File: config.mk
export PLATFORM = sky130hd
export DESIGN_NAME = vw_watchdog
export DESIGN_NICKNAME = d
export VERILOG_FILES = /design/src/core/vw_pkg.sv /design/src/core/vw_watchdog.sv
export SDC_FILE = /design/constraint.sdc
export NUM_CORES = 1
export LEC_CHECK = 0
export ABC_CLOCK_PERIOD_IN_PS = 3250
export BUFFER_PORTS_ARGS = -buffer_cell sky130_fd_sc_hd__buf_2
export CORE_AREA = 4 4 163 322
export CTS_CLUSTER_SIZE = 10
export DETAILED_ROUTE_END_ITERATION = 12
export DIE_AREA = 0 0 167 326
export HOLD_SLACK_MARGIN = 0.05
export SLEW_MARGIN = 40
export SYNTH_ARGS = -nofsm -noshare
export SYNTH_HDL_FRONTEND = slang
export SYNTH_SLANG_ARGS = --single-unit
File: constraint.sdc
create_clock -name pclk -period 3.25 [get_ports pclk]
set_input_delay 0.8125 -clock pclk [delete_from_list [all_inputs] [get_ports pclk]]
set_output_delay 0.8125 -clock pclk [all_outputs]
set_load 0.05 [all_outputs]
File: src/core/vw_pkg.sv
package vw_pkg;
  // Clock and time base
  localparam int CLK_HZ = 100_000_000;
  localparam int TICK_S = 1;
  localparam int TICK_CYCLES = CLK_HZ * TICK_S;
  localparam int DEB_MS = 10;
  localparam int DEB_CYCLES = (CLK_HZ / 1000) * DEB_MS;
  localparam int BUZZ_HZ = 546;
  localparam int BUZZ_HALF_CYCLES = CLK_HZ / (2 * BUZZ_HZ);
  // Counter widths sized for the default counts
  localparam int TICK_W = 27;
  localparam int DEB_W = 24;
  localparam int BUZZ_W = 17;
  // Supervision intervals in whole seconds
  localparam logic [7:0] SUP_SECS = 8'h3C;
  localparam logic [7:0] ACK_SECS = 8'h08;
  localparam logic [7:0] LOCK_SECS = 8'hB4;
  // Analog thresholds: speed in 0.1 km/h, pressures in 0.1 kg/cm2, throttle in %
  localparam logic [15:0] SPEED_MIN = 16'h000F;
  localparam logic [7:0] BC_REL_MAX = 8'h0A;
  localparam logic [8:0] THR_STEP = 9'h003;
  localparam logic [7:0] BP_PENALTY = 8'h1E;
  localparam logic [7:0] BP_RUN = 8'h00;
  // Button bit positions
  localparam int BTN_PEDAL = 0;
  localparam int BTN_SAND = 1;
  localparam int BTN_RESET = 2;
  localparam int BTN_ACK = 3;
  // Interrupt bit positions
  localparam int EV_ALARM = 0;
  localparam int EV_PENALTY = 1;
  localparam int EV_DEADMAN = 2;
  localparam int EV_RECOVER = 3;
  // Register byte offsets
  localparam logic [7:0] OFS_CTRL = 8'h00;
  localparam logic [7:0] OFS_STATUS = 8'h04;
  localparam logic [7:0] OFS_INT_STATUS = 8'h08;
  localparam logic [7:0] OFS_INT_MASK = 8'h0C;
  // Reset values
  localparam logic CTRL_EN_RST = 1'b1;
  localparam logic [3:0] INT_MASK_RST = 4'h0;
  // Supervision states, Gray along idle-supervise-alarm-penalty
  typedef enum logic [1:0] {
    VW_IDLE = 2'b00,
    VW_SUP = 2'b01,
    VW_ALARM = 2'b11,
    VW_PEN = 2'b10
  } vw_state_t;
endpackage

File: src/core/vw_watchdog.sv
`timescale 1ns/100ps
module vw_watchdog
  import vw_pkg::*;
#(
  parameter int TICK_CYC = vw_pkg::TICK_CYCLES,
  parameter int DEB_CYC = vw_pkg::DEB_CYCLES,
  parameter int BUZZ_CYC = vw_pkg::BUZZ_HALF_CYCLES
) (
  input wire logic pclk,
  input wire logic presetn,
  input wire logic psel,
  input wire logic penable,
  input wire logic pwrite,
  input wire logic [7:0] paddr,
  input wire logic [31:0] pwdata,
  output logic [31:0] prdata,
  output logic pready,
  output logic pslverr,
  input wire logic vigilance_pedal,
  input wire logic sanding_switch,
  input wire logic vigilance_reset_button,
  input wire logic vigilance_ack_button,
  input wire logic [7:0] traction_brake_effort_throttle,
  input wire logic [15:0] speed,
  input wire logic [7:0] brake_cylinder_pressure,
  output logic cab_alarm_buzzer,
  output logic vigilance_warning_lamp,
  output logic emergency_brake,
  output logic traction_cutoff,
  output logic [7:0] brake_pipe_pressure,
  output logic full_brake_cylinder,
  output logic irq
);
  import vw_pkg::*;

  // Whole state of the block
  typedef struct packed {
    logic [3:0] btn_s1;          // First sync stage, read by second only
    logic [3:0] btn_s2;          // Second sync stage
    logic [3:0] lvl;             // Debounced levels
    logic [3:0][DEB_W-1:0] deb;  // Per-button stability counters
    logic [3:0] prs;             // Press pulses
    logic [3:0] rls;             // Release pulses
    logic [7:0] thr_s1;
    logic [7:0] thr_s2;
    logic [7:0] thr_prev;        // Throttle sample at previous tick
    logic [15:0] spd_s1;
    logic [15:0] spd_s2;
    logic [7:0] bc_s1;
    logic [7:0] bc_s2;
    logic [TICK_W-1:0] tcnt;     // Second prescaler
    logic tick;                  // One-cycle second pulse
    logic [BUZZ_W-1:0] bcnt;     // Tone half-period counter
    logic tone;
    logic buzz;
    vw_state_t st;
    logic [7:0] sec;             // Seconds in current interval
    logic [7:0] lock;            // Seconds since penalty
    logic dm;                    // Dead-man mode
    logic rs_ack;                // Recovery: ack seen with throttle at zero
    logic rs_ped;                // Recovery: pedal pressed after ack
    logic ctrl_en;
    logic [3:0] int_st;
    logic [3:0] int_mask;
    logic [31:0] rdata;
  } vw_s_t;

  vw_s_t s_q;
  vw_s_t s_d;
  logic active;
  logic thr_act;
  logic act;
  logic ack;
  logic [3:0] ev;
  logic [3:0] w1c;
  logic wr;
  logic mapped;
  logic [8:0] thr_diff;
  logic [3:0] btn_in;

  assign btn_in = {vigilance_ack_button, vigilance_reset_button,
                   sanding_switch, vigilance_pedal};

  // Zero-wait slave; error only on unmapped access phase
  assign pready = 1'b1;
  assign mapped = (paddr == OFS_CTRL) || (paddr == OFS_STATUS) ||
                  (paddr == OFS_INT_STATUS) || (paddr == OFS_INT_MASK);
  assign pslverr = psel && penable && !mapped;
  assign wr = psel && penable && pwrite && mapped;
  assign prdata = s_q.rdata;

  // Penalty outputs decode straight from the state flop
  assign vigilance_warning_lamp = (s_q.st == VW_ALARM);
  assign emergency_brake = (s_q.st == VW_PEN);
  assign traction_cutoff = (s_q.st == VW_PEN);
  assign brake_pipe_pressure = (s_q.st == VW_PEN) ? BP_PENALTY : BP_RUN;
  assign full_brake_cylinder = (s_q.st == VW_PEN);
  assign cab_alarm_buzzer = s_q.buzz;
  assign irq = |(s_q.int_st & s_q.int_mask);

  // Next-state logic for the whole block
  always_comb begin
    s_d = s_q;
    ev = 4'h0;
    w1c = 4'h0;
    // Two-flop synchronisers on every pin input
    s_d.btn_s1 = btn_in;
    s_d.btn_s2 = s_q.btn_s1;
    s_d.thr_s1 = traction_brake_effort_throttle;
    s_d.thr_s2 = s_q.thr_s1;
    s_d.spd_s1 = speed;
    s_d.spd_s2 = s_q.spd_s1;
    s_d.bc_s1 = brake_cylinder_pressure;
    s_d.bc_s2 = s_q.bc_s1;
    // Debounce: level follows only after a stable run
    for (int i = 0; i < 4; i++) begin
      s_d.prs[i] = 1'b0;
      s_d.rls[i] = 1'b0;
      if (s_q.btn_s2[i] == s_q.lvl[i]) begin
        s_d.deb[i] = '0;
      end else if (s_q.deb[i] == DEB_W'(DEB_CYC - 1)) begin
        s_d.deb[i] = '0;
        s_d.lvl[i] = s_q.btn_s2[i];
        s_d.prs[i] = s_q.btn_s2[i];
        s_d.rls[i] = !s_q.btn_s2[i];
      end else begin
        s_d.deb[i] = s_q.deb[i] + DEB_W'(1);
      end
    end
    // Second prescaler
    if (s_q.tcnt == TICK_W'(TICK_CYC - 1)) begin
      s_d.tcnt = '0;
      s_d.tick = 1'b1;
    end else begin
      s_d.tcnt = s_q.tcnt + TICK_W'(1);
      s_d.tick = 1'b0;
    end
    // Tone generator runs freely; gating keeps it intermittent
    if (s_q.bcnt == BUZZ_W'(BUZZ_CYC - 1)) begin
      s_d.bcnt = '0;
      s_d.tone = !s_q.tone;
    end else begin
      s_d.bcnt = s_q.bcnt + BUZZ_W'(1);
    end
    // Sound only in the first half of each second
    s_d.buzz = (s_q.st == VW_ALARM) && s_q.tone &&
               (s_q.tcnt < TICK_W'(TICK_CYC / 2));
    // Supervision enable from motion and released brakes
    active = s_q.ctrl_en && (s_q.spd_s2 > SPEED_MIN) &&
             (s_q.bc_s2 < BC_REL_MAX);
    // Throttle sampled once a second; signed percent difference
    thr_diff = {s_q.thr_s2[7], s_q.thr_s2} - {s_q.thr_prev[7], s_q.thr_prev};
    if (s_q.tick) begin
      s_d.thr_prev = s_q.thr_s2;
    end
    thr_act = s_q.tick && (s_q.spd_s2 > SPEED_MIN) &&
              ((thr_diff[8] ? 9'(-thr_diff) : thr_diff) >= THR_STEP);
    // Valid actions; dead-man narrows them to pedal and reset
    if (s_q.dm) begin
      act = s_q.prs[BTN_PEDAL] || s_q.prs[BTN_RESET];
      ack = s_q.prs[BTN_PEDAL] || s_q.prs[BTN_RESET];
    end else begin
      act = s_q.prs[BTN_PEDAL] || s_q.prs[BTN_SAND] ||
            s_q.prs[BTN_RESET] || thr_act;
      ack = s_q.rls[BTN_PEDAL] || s_q.rls[BTN_ACK];
    end
    // Dead-man entry on any pedal release; pedal press or reset clears it
    if (s_q.rls[BTN_PEDAL]) begin
      s_d.dm = 1'b1;
      ev[EV_DEADMAN] = !s_q.dm;
    end else if (s_q.dm && act) begin
      s_d.dm = 1'b0;
    end
    // Supervision sequence
    unique case (s_q.st)
      VW_IDLE: begin
        s_d.sec = '0;
        if (active) begin
          s_d.st = VW_SUP;
        end
      end
      VW_SUP: begin
        if (!active) begin
          s_d.st = VW_IDLE;
        end else if (act) begin
          s_d.sec = '0;
        end else if (s_q.tick) begin
          if (s_q.sec == SUP_SECS - 8'h01) begin
            s_d.st = VW_ALARM;
            s_d.sec = '0;
            ev[EV_ALARM] = 1'b1;
          end else begin
            s_d.sec = s_q.sec + 8'h01;
          end
        end
      end
      VW_ALARM: begin
        if (!active) begin
          s_d.st = VW_IDLE;
        end else if (ack) begin
          s_d.st = VW_SUP;
          s_d.sec = '0;
        end else if (s_q.tick) begin
          if (s_q.sec == ACK_SECS - 8'h01) begin
            s_d.st = VW_PEN;
            s_d.lock = '0;
            s_d.rs_ack = 1'b0;
            s_d.rs_ped = 1'b0;
            ev[EV_PENALTY] = 1'b1;
          end else begin
            s_d.sec = s_q.sec + 8'h01;
          end
        end
      end
      VW_PEN: begin
        s_d.sec = '0;
        // Lockout counter saturates at its limit
        if (s_q.tick && s_q.lock != LOCK_SECS) begin
          s_d.lock = s_q.lock + 8'h01;
        end
        if (s_q.lock < LOCK_SECS) begin
          s_d.rs_ack = 1'b0;
          s_d.rs_ped = 1'b0;
        end else if (s_q.thr_s2 != 8'h00) begin
          s_d.rs_ack = 1'b0;
          s_d.rs_ped = 1'b0;
        end else if (s_q.prs[BTN_ACK]) begin
          s_d.rs_ack = 1'b1;
          s_d.rs_ped = 1'b0;
        end else if (s_q.rs_ack && s_q.prs[BTN_PEDAL]) begin
          s_d.rs_ped = 1'b1;
        end else if (s_q.rs_ped && s_q.rls[BTN_PEDAL]) begin
          s_d.st = VW_IDLE;
          // Closing pedal release leaves dead-man mode set
          ev[EV_RECOVER] = 1'b1;
        end
      end
    endcase
    // Register writes
    if (wr && paddr == OFS_CTRL) begin
      s_d.ctrl_en = pwdata[0];
    end
    if (wr && paddr == OFS_INT_MASK) begin
      s_d.int_mask = pwdata[3:0];
    end
    if (wr && paddr == OFS_INT_STATUS) begin
      w1c = pwdata[3:0];
    end
    // A new event wins over a clear in the same cycle
    s_d.int_st = (s_q.int_st & ~w1c) | ev;
    // Read data captured in the setup cycle
    if (psel && !penable) begin
      unique case (paddr)
        OFS_CTRL: s_d.rdata = {31'h0, s_q.ctrl_en};
        OFS_STATUS: s_d.rdata = {8'h00, s_q.lock, s_q.sec, 5'h00, s_q.dm, s_q.st};
        OFS_INT_STATUS: s_d.rdata = {28'h0, s_q.int_st};
        OFS_INT_MASK: s_d.rdata = {28'h0, s_q.int_mask};
        default: s_d.rdata = 32'h0;
      endcase
    end
  end

  // State register
  always_ff @(posedge pclk or negedge presetn) begin
    if (!presetn) begin
      s_q <= '0;
      s_q.st <= VW_IDLE;
      s_q.ctrl_en <= CTRL_EN_RST;
      s_q.int_mask <= INT_MASK_RST;
    end else begin
      s_q <= s_d;
    end
  end
endmodule

==> impl_metrics.py, run 1 <==
metrics = {
    "route": {
        "first_pass_iters": 4,
        "drtIter0Drc": 395,
        "dr_wl_met3_um": 909,
        "ant_nets": 0,
        "wl_mm": 25.9,
        "vias_per_cell": 4.40,
        "drc": 0,
        "vias": 8453,
        "dr_wl_met2_mm": 14.0,
        "highest-signal-layer": "met4",
        "wl_met1_mm": 9.98,
        "wire_per_inst_um": 13.5,
    },
    "logic_synthesis": {
        "ys_ff_latch": 273,
        "muxShareOfSynthArea_pct": 1.52,
        "synth-async-reset-ratio_pct": 100,
        "syn_area_per_cell_um2": 10.5,
        "synth-edff-count": 0,
        "ys.flop_type": "dfrtp_1",
        "yosysWarnings": 0,
        "synthTopCellsByArea": "dfrtp_1, xor2_1, nor2_1",
        "synth_compound_area_share_pct": 6.33,
        "syn_area_um2": 12400,
        "syn_inst": 1182,
        "synth_top_family_by_area": "simple AND/OR/NAND/NOR gates",
        "synth_xor_xnor_area_share_pct": 9.91,
        "synthSimpleGateAreaFrac_pct": 20.4,
        "yosysTopAreaCell": "dfrtp_1",
        "yosysSeqAreaShare_pct": 55.2,
        "synth_fa_ha_area_share_pct": 2.08,
        "synth_top_area_share_pct": 55.0,
        "synth.distinct_cells": 70,
    },
    "placed_design": {
        "port_buffers": 78,
        "dp_slack_ns": -0.0449,
        "dp_hpwl_mm": 18.6,
        "place.gp.congestion": 0.789,
        "place_area_um2": 13400,
    },
    "layout": {
        "area_growth_pct": 15.7,
        "fillCellCount": 5180,
        "finalInstanceArea_um2": 14300,
        "drive_above_1_share_pct": 13.5,
        "final_nets": 1359,
        "diodes": 0,
    },
    "sta": {
        "max_freq_mhz": 320,
        "period_minus_slack_ns": 3.12,
        "rsz0062_at_grt": "false",
        "clock_skew_ns": 0.0120,
        "finalSetupTns_ns": 0,
        "min_period_over_period_pct": 96.0,
        "finalSetupViolations": 0,
        "drv_slew": 0,
        "worstMarginPinSlew_ns": 0.783,
        "max_slew_margin_pct": 47.7,
        "hold_slack_ns": 0.169,
        "worst_slack_ns": 0.129,
        "finalHoldViolCount": 0,
    },
    "pwr": {
        "p_seq_share_pct": 50.3,
        "clockPowerShare_pct": 45.2,
        "ir_drop_v": 0.000325,
        "pwr_density_cell_nw_per_um2": 484,
        "power_mw": 6.92,
        "p_switching_mw": 1.58,
        "internal-power_mw": 5.34,
        "p_comb_share_pct": 4.5,
        "switching_share_pct": 22.9,
        "p_leak_nw": 6.38,
    },
    "critical_path": {
        "path_max_fanout": 6,
        "critPathRequiredTime_ns": 3.76,
        "path_class": "reg2reg",
        "cp-end-kind": "flip-flop",
        "rr_worst_depth": 13,
        "cp-start-kind": "flip-flop",
        "cp.arrival_ns": 3.63,
    },
    "grt": {
        "grt_max_degree": 82,
        "grtUsageTotal_pct": 9.48,
        "grt_overflow": 0,
        "antenna_found_initial": 0,
        "grt_pass1_wl_mm": 44.0,
        "grt_pass1_vias": 9062,
    },
    "clocking": {
        "cts_tree": "done",
        "cts-root-buf": "clkbuf_16",
        "clkSlewWorstSetupHoldPaths_ns": 0.06,
        "insertion_delay_ns": 0.57,
        "clockBufferDepth": 3,
        "cts_made_buffers": 31,
        "clock-sinks": 273,
        "htree_levels": 1,
    },
    "floorplanning": {
        "die_area_um2": 54400,
        "initial_utilization_pct": 24.7,
        "die_y_um": 326,
        "die_width_um": 167,
        "core_area_um2": 50100,
        "ioPinCount": 129,
        "row_count": 116,
    },
    "outcome": {
        "status": "complete, no violations",
    },
    "job": {
        "maxCapViolCount": 0,
    },
    "hold_path": {
        "min-delay-path-class": "in2async",
    },
}
-- sequential cells by signal (all words and copies together), names as in the netlist --
| name | cells |
|---|---|
| s_q | 221 |
| cab_alarm_buzzer | 1 |
| s_d | 31 |
| prdata | 20 |
-- cells in the mapped netlist, types with 4 or more instances --
| master | instances |
|---|---|
| or2_2 | 4 |
| inv_1 | 31 |
| nand4_1 | 26 |
| and3_1 | 40 |
| and2_1 | 7 |
| and4_1 | 6 |
| nand3_1 | 70 |
| clkbuf_1 | 22 |
| nand2_1 | 100 |
| nor4b_1 | 5 |
| nor3b_1 | 9 |
| nor2_1 | 168 |
| nand2b_1 | 10 |
| o21ai_0 | 33 |
| a21oi_1 | 25 |
| or3_1 | 13 |
| buf_4 | 43 |
| mux2_2 | 12 |
| xor2_1 | 80 |
| nor2b_1 | 5 |
| ha_1 | 19 |
| a21o_1 | 4 |
| a22oi_1 | 4 |
| xnor2_1 | 60 |
| dfrtp_1 | 272 |
| nor4_1 | 13 |
| nor3_1 | 22 |
| a22o_1 | 18 |
-- power by group through the flow --
stage / Sequential, mW / Clock [mW] / Combinational [mW]
after detailed placement: 3.54 / 0 / 0.312
after global placement: 3.54 / 0 / 0.303
after CTS: 3.48 / 3.29 / 0.319
after global routing: 3.49 / 3.40 / 0.348
after floorplan: 3.54 / 0 / 0.183
final: 3.48 / 3.13 / 0.310
-- per-layer routing --
metal | vias to the layer above | GRT usage, %
li1 | 4109 | -
met1 | 4129 | 10.2
met2 | 162 | 18.1
met3 | 53 | 1.21
met4 | 0 | 4.29
met5 | - | 0
-- final timing paths --
kind                                             from               end  slack, ns
min in group pclk          brake_cylinder_pressure[4]          s_d[113]       0.34
min                                           presetn  cab_alarm_buzzer       0.17
max reg2reg                                  s_q[165]           s_q[36]       0.13
max                                          s_q[165]           s_q[36]       0.13
min reg2reg                                  s_d[131]          s_q[131]       0.34
max in group asynchronous                     presetn          s_q[228]       2.24
-- layout make-up --
| cell class | instances | area [µm²] | share of cell area (%) |
|---|---|---|---|
| sequential | 273 | 6830 | 47.7 |
| multi-input combinational | 823 | 5090 | 35.6 |
| clock buffer | 48 | 860 | 6.01 |
| tap | 649 | 812 | 5.67 |
| timing repair buffer | 98 | 576 | 4.02 |
| inverter | 31 | 116 | 0.813 |
| clock inverter | 1 | 20.0 | 0.140 |
-- kinds of logic after synthesis --
| logic type | Yosys count |
|---|---|
| flops | 273 |
| xor+xnor | 140 |
| simple gates | 515 |
| buf+inv | 101 |
| other cells | 2 |
| mux | 16 |
| compound gates | 115 |
| fa+ha+maj | 20 |
-- metrics by stage --
| stage | std cells | util (%) |
|---|---|---|
| floorplan | 1197 | - |
| global placement | 1874 | 26.7 |
| detailed placement | 1874 | 26.7 |
| CTS | 1923 | 28.6 |
| global route | 1923 | 28.6 |
| finish | 1923 | 28.6 |
-- layout by cell type (no fill, tap or decap), types with 21 or more instances in the layout --
cell / instances
clkbuf_16: 31
nand3_1: 70
nor2_1: 168
nand2_1: 100
xor2_1: 79
a21oi_1: 25
inv_1: 31
nand4_1: 26
and3_1: 40
o21ai_0: 33
xnor2_1: 59
nor3_1: 21
buf_2: 77
dfrtp_1: 272
-- critical path, cell delays in order (launching register included) --
cell and delay, ns:
dfrtp_1 0.38, inv_1 0.06, ha_1 0.16, inv_1 0.06
fa_2 0.36, a211oi_2 0.27, nor2_1 0.12, xor2_2 0.27
xor2_1 0.11, o2bb2a_2 0.30, o31ai_4 0.24, a31oi_1 0.12
or4_1 0.54, nand2_1 0.09
-- repair_timing --
action / in CTS / in global routing
buffers inserted: 0 / 0
pin swaps: 2 / 2
hold buffers: 0 / 0
endpoints found under the setup margin: 8 / 8
endpoints found under the hold margin: 0 / 0
resized for setup: 4 / 1
No activity file was read; power rests on OpenSTA's default activity.
==> run 2: changes to the inputs <==
- ABC_CLOCK_PERIOD_IN_PS: 3250 -> 3300
- clock period: 3.25 -> 3.3 ns (I/O delays scaled with it)
==> impl_metrics.py, run 2 (synthesized netlist as in run 1, its figures left out) <==
metrics = {
    "critical_path": {
        "cp-end-kind": "flip-flop",
        "rr_worst_depth": 14,
        "cp.arrival_ns": 3.61,
        "cp-start-kind": "flip-flop",
        "crit-reg2reg-launch": "s_q[165]",
        "path_class": "reg2reg",
        "crit_start": "s_q[165]",
        "critPathRequiredTime_ns": 3.76,
        "path_max_fanout": 4,
    },
    "placed_design": {
        "dp_hpwl_mm": 18.5,
        "place.gp.congestion": 0.802,
        "dp_slack_ns": -0.00868,
        "port_buffers": 78,
    },
    "grt": {
        "grtUsageTotal_pct": 9.58,
        "grt_pass1_vias": 9027,
        "grt_overflow": 0,
        "grt_pass1_wl_mm": 44.2,
        "grt_max_degree": 78,
        "antenna_found_initial": 0,
    },
    "layout": {
        "final_nets": 1361,
        "final_common_cell": "dfrtp_1",
        "regMostFlops": "s_q",
        "largest_reg_flops": 221,
        "utilization_pct": 28.9,
        "drive_above_1_share_pct": 13.9,
        "area_growth_pct": 16.8,
        "diodes": 0,
        "mostFrequentLayoutCells": "dfrtp_1, nor2_1, nand2_1, xor2_1, buf_2",
    },
    "clocking": {
        "htree_levels": 2,
        "cts_made_buffers": 34,
        "insertion_delay_ns": 0.53,
        "clkSlewWorstSetupHoldPaths_ns": 0.05,
        "cts_hold_buf": 0,
        "clock-sinks": 273,
        "cts-root-buf": "clkbuf_16",
        "clockBufferDepth": 3,
        "cts_tree": "done",
    },
    "route": {
        "wire_per_inst_um": 13.5,
        "drc": 0,
        "drtIter0Drc": 413,
        "ant_nets": 0,
        "vias_per_cell": 4.41,
        "vias": 8476,
        "wl_mm": 25.9,
        "first_pass_iters": 5,
    },
    "job": {
        "maxCapViolCount": 0,
    },
    "sta": {
        "period_minus_slack_ns": 3.15,
        "clock_skew_ns": 0.0242,
        "drv_slew": 0,
        "worst_slack_ns": 0.153,
        "finalSetupViolations": 0,
        "hold_slack_ns": 0.261,
        "worstMarginPinSlew_ns": 0.800,
        "rsz0062_at_grt": "false",
        "min_period_over_period_pct": 95.4,
        "max_freq_mhz": 318,
        "finalHoldViolCount": 0,
        "max_slew_margin_pct": 46.3,
    },
    "pwr": {
        "p_leak_nw": 6.45,
        "pwr_density_cell_nw_per_um2": 499,
        "ir_drop_v": 0.000308,
    },
    "floorplanning": {
        "die_area_um2": 54400,
        "ioPinCount": 129,
        "die_width_um": 167,
        "core_area_um2": 50100,
        "die_y_um": 326,
        "row_count": 116,
        "initial_utilization_pct": 24.7,
    },
    "hold_path": {
        "min-delay-path-class": "in2async",
    },
    "outcome": {
        "status": "complete, no violations",
    },
}
run 2: changes by cell type in the layout (fill, tap and decap cells not counted), moves of 2 or more:
cell	previous run	this run
clkbuf_1	15	8
clkbuf_16	31	34
buf_4	18	16
bufinv_16	0	2
run 2: layout make-up:
| type | instances | area (µm²) |
|---|---|---|
| inverters | 31 | 116 |
| clock buffers | 43 | 895 |
| fillers | 5196 | 35600 |
| multi-input cells | 823 | 5090 |
| well taps | 649 | 812 |
| repair buffers | 97 | 581 |
| clock inverters | 6 | 126 |
| flip-flops and latches | 273 | 6830 |
run 2: final timing paths:
kind	end	slack, ns
max in group asynchronous	prdata[19]	2.18
min in group pclk	s_q[110]	0.34
min reg2reg	s_q[110]	0.34
min	cab_alarm_buzzer	0.26
max reg2reg	s_q[36]	0.15
max	s_q[36]	0.15
run 2: power by group:
| group | internal [mW] | switching (mW) |
|---|---|---|
| clock network | 2.07 | 1.41 |
| registers | 3.40 | 0.0302 |
| logic | 0.0930 | 0.214 |
run 2: layer usage:
layer | vias up | share of wire (%) | GRT usage, %
met4 | 0 | 3.4 | 4.24
li1 | 4101 | - | -
met2 | 140 | 55 | 18.7
met3 | 49 | 3.5 | 1.37
met5 | - | 0 | 0
met1 | 4186 | 38 | 9.93
run 2: worst max-delay path, cell delays in order, from the launching register on:
cell and delay [ns]:
dfrtp_1 0.39, inv_1 0.07, ha_1 0.14, inv_1 0.05, fa_2 0.37, a211oi_4 0.28, buf_4 0.15, o21bai_1 0.08
a21oi_2 0.17, xnor2_2 0.16, o21ba_2 0.21, o31ai_4 0.26, a31oi_1 0.13, or4_1 0.54, nand2_1 0.09
run 2: repair_timing:
item                       4_1_cts  5_1_grt
buffers inserted                 0        3
hold endpoints to repair         0        0
pin swaps                        0        4
resized for setup                1        5
setup endpoints to repair        4       10
run 2: metrics by stage:
stage / setup TNS [ns] / std cells / power [mW] / cell area [µm²]
after floorplan: 0 / 1197 / 3.66 / 12400
after global placement: 0 / 1870 / 3.79 / 13400
after detailed placement: -0.00868 / 1870 / 3.80 / 13400
after CTS: 0 / 1919 / 7.38 / 14400
after global routing: 0 / 1922 / 7.53 / 14500
final: 0 / 1922 / 7.22 / 14500
==> run 3: changes to the inputs <==
==> constraint.sdc (replaced) <==
create_clock -name pclk -period 3.3 [get_ports pclk]
set_input_delay 0 -clock pclk [delete_from_list [all_inputs] [get_ports pclk]]
set_output_delay 0 -clock pclk [all_outputs]
set_load 0.05 [all_outputs]
==> impl_metrics.py, run 3 (synthesized netlist as in run 1, its figures left out) <==
metrics = {
    "outcome": {
        "status": "complete, no violations",
    },
    "clocking": {
        "cts-root-buf": "clkbuf_16",
        "clkSlewWorstSetupHoldPaths_ns": 0.06,
        "clock-sinks": 273,
        "clockBufferDepth": 3,
        "insertion_delay_ns": 0.52,
        "htree_levels": 2,
        "cts_made_buffers": 34,
        "cts_tree": "done",
    },
    "floorplanning": {
        "die_y_um": 326,
        "row_count": 116,
        "die_width_um": 167,
        "core_area_um2": 50100,
        "die_area_um2": 54400,
        "ioPinCount": 129,
        "initial_utilization_pct": 24.7,
    },
    "layout": {
        "diodes": 0,
        "final_common_cell": "dfrtp_1",
        "area_growth_pct": 19.4,
        "regMostFlops": "s_q",
        "mostFrequentLayoutCells": "dfrtp_1, nor2_1, nand2_1, xor2_1, buf_2",
        "final_nets": 1402,
        "utilization_pct": 29.5,
        "drive_above_1_share_pct": 13.1,
        "largest_reg_flops": 221,
    },
    "hold_path": {
        "min-delay-path-class": "in2async",
    },
    "route": {
        "wire_per_inst_um": 13.3,
        "vias_per_cell": 4.43,
        "drc": 0,
        "vias": 8695,
        "wl_mm": 26.0,
        "first_pass_iters": 4,
        "drtIter0Drc": 283,
        "ant_nets": 0,
    },
    "grt": {
        "antenna_found_initial": 0,
        "grt_pass1_vias": 9223,
        "grt_max_degree": 107,
        "grtUsageTotal_pct": 9.66,
        "grt_pass1_wl_mm": 44.7,
        "grt_overflow": 0,
    },
    "critical_path": {
        "path_max_fanout": 6,
        "path_class": "reg2reg",
        "critPathRequiredTime_ns": 3.75,
        "cp.arrival_ns": 3.60,
        "cp-end-kind": "flip-flop",
        "cp-start-kind": "flip-flop",
    },
    "placed_design": {
        "dp_slack_ns": 0.0976,
        "port_buffers": 78,
        "dp_hpwl_mm": 18.4,
        "place.gp.congestion": 0.808,
    },
    "pwr": {
        "p_leak_nw": 6.58,
        "power_mw": 7.05,
        "ir_drop_v": 0.000335,
        "pwr_density_cell_nw_per_um2": 477,
    },
    "sta": {
        "finalSetupTns_ns": 0,
        "rsz0062_at_grt": "false",
        "clock_skew_ns": 0.0201,
        "period_minus_slack_ns": 3.16,
        "finalSetupViolations": 0,
        "worst_slack_ns": 0.141,
        "drv_slew": 0,
        "min_period_over_period_pct": 95.7,
        "worstMarginPinSlew_ns": 0.774,
        "finalHoldViolCount": 0,
        "max_freq_mhz": 317,
        "max_slew_margin_pct": 48.3,
    },
    "job": {
        "maxCapViolCount": 0,
    },
}
-- run 3: cell count changes in the layout (fill, tap and decap cells not counted), moves of 2 or more --
cell           previous run  this run
clkbuf_1                  8         6
clkinv_2                  0         2
dlygate4sd3_1             0        45
buf_4                    16        13
-- run 3: final cells by class --
| cell class | count | area [µm²] |
|---|---|---|
| fill | 5106 | 35300 |
| sequential | 273 | 6830 |
| multi-input combinational | 823 | 5070 |
| timing repair buffer | 138 | 988 |
| clock buffer | 40 | 873 |
| tap | 649 | 812 |
| inverter | 31 | 116 |
| clock inverter | 7 | 81.3 |
-- run 3: layer usage --
metal | GRT usage, % | vias up | wire length, µm
met5 | 0 | - | 0
met4 | 4.02 | 0 | 782
met3 | 1.37 | 47 | 843
met2 | 18.7 | 142 | 14300
met1 | 10.3 | 4298 | 10100
li1 | - | 4208 | -
-- run 3: through the flow --
| stage | cell area [µm²] | hold slack (ns) | instances |
|---|---|---|---|
| after detailed placement | 13300 | -0.0803 | 1868 |
| final | 14800 | 0.0944 | 1961 |
| after global placement | 13300 | -0.0813 | 1868 |
| after floorplan | 12400 | -0.296 | 1197 |
| after CTS | 14800 | 0.0762 | 1961 |
| after global routing | 14800 | 0.119 | 1961 |
-- run 3: worst max-delay path, cell delays in order (launching register included) --
cell      delay, ns
dfrtp_1        0.38
inv_1          0.06
ha_1           0.15
inv_1          0.05
fa_1           0.40
a211oi_2       0.30
nor2_1         0.12
xor2_2         0.19
or2_1          0.25
o21ba_1        0.19
o31ai_2        0.26
a31oi_1        0.11
or4_1          0.53
nand2_1        0.08
-- run 3: timing repair --
item,CTS,global route
endpoints found under the setup margin,0,8
buffers inserted,0,0
hold buffers,46,0
hold endpoints to repair,316,0
resized for setup,0,2
-- run 3: worst paths after layout --
check / slack (ns) / end / start / cells after the start
max reg2reg: 0.14 / s_q[36] / s_q[165] / 13
max: 0.14 / s_q[36] / s_q[165] / 13
min: 0.09 / s_q[78] / presetn / 3
min in group pclk: 0.10 / prdata[0] / paddr[7] / 5
max in group asynchronous: 2.57 / s_q[115] / presetn / 3
min reg2reg: 0.34 / s_q[169] / s_d[169] / 0
-- run 3: power by group --
| group | internal (mW) | total [mW] | switching, mW | leakage [nW] |
|---|---|---|---|---|
| Sequential | 3.40 | 3.43 | 0.0293 | 3.61 |
| Clock | 1.95 | 3.28 | 1.33 | 0.464 |
| Combinational | 0.119 | 0.341 | 0.222 | 2.50 |
| Total | 5.47 | 7.05 | 1.58 | 6.58 |
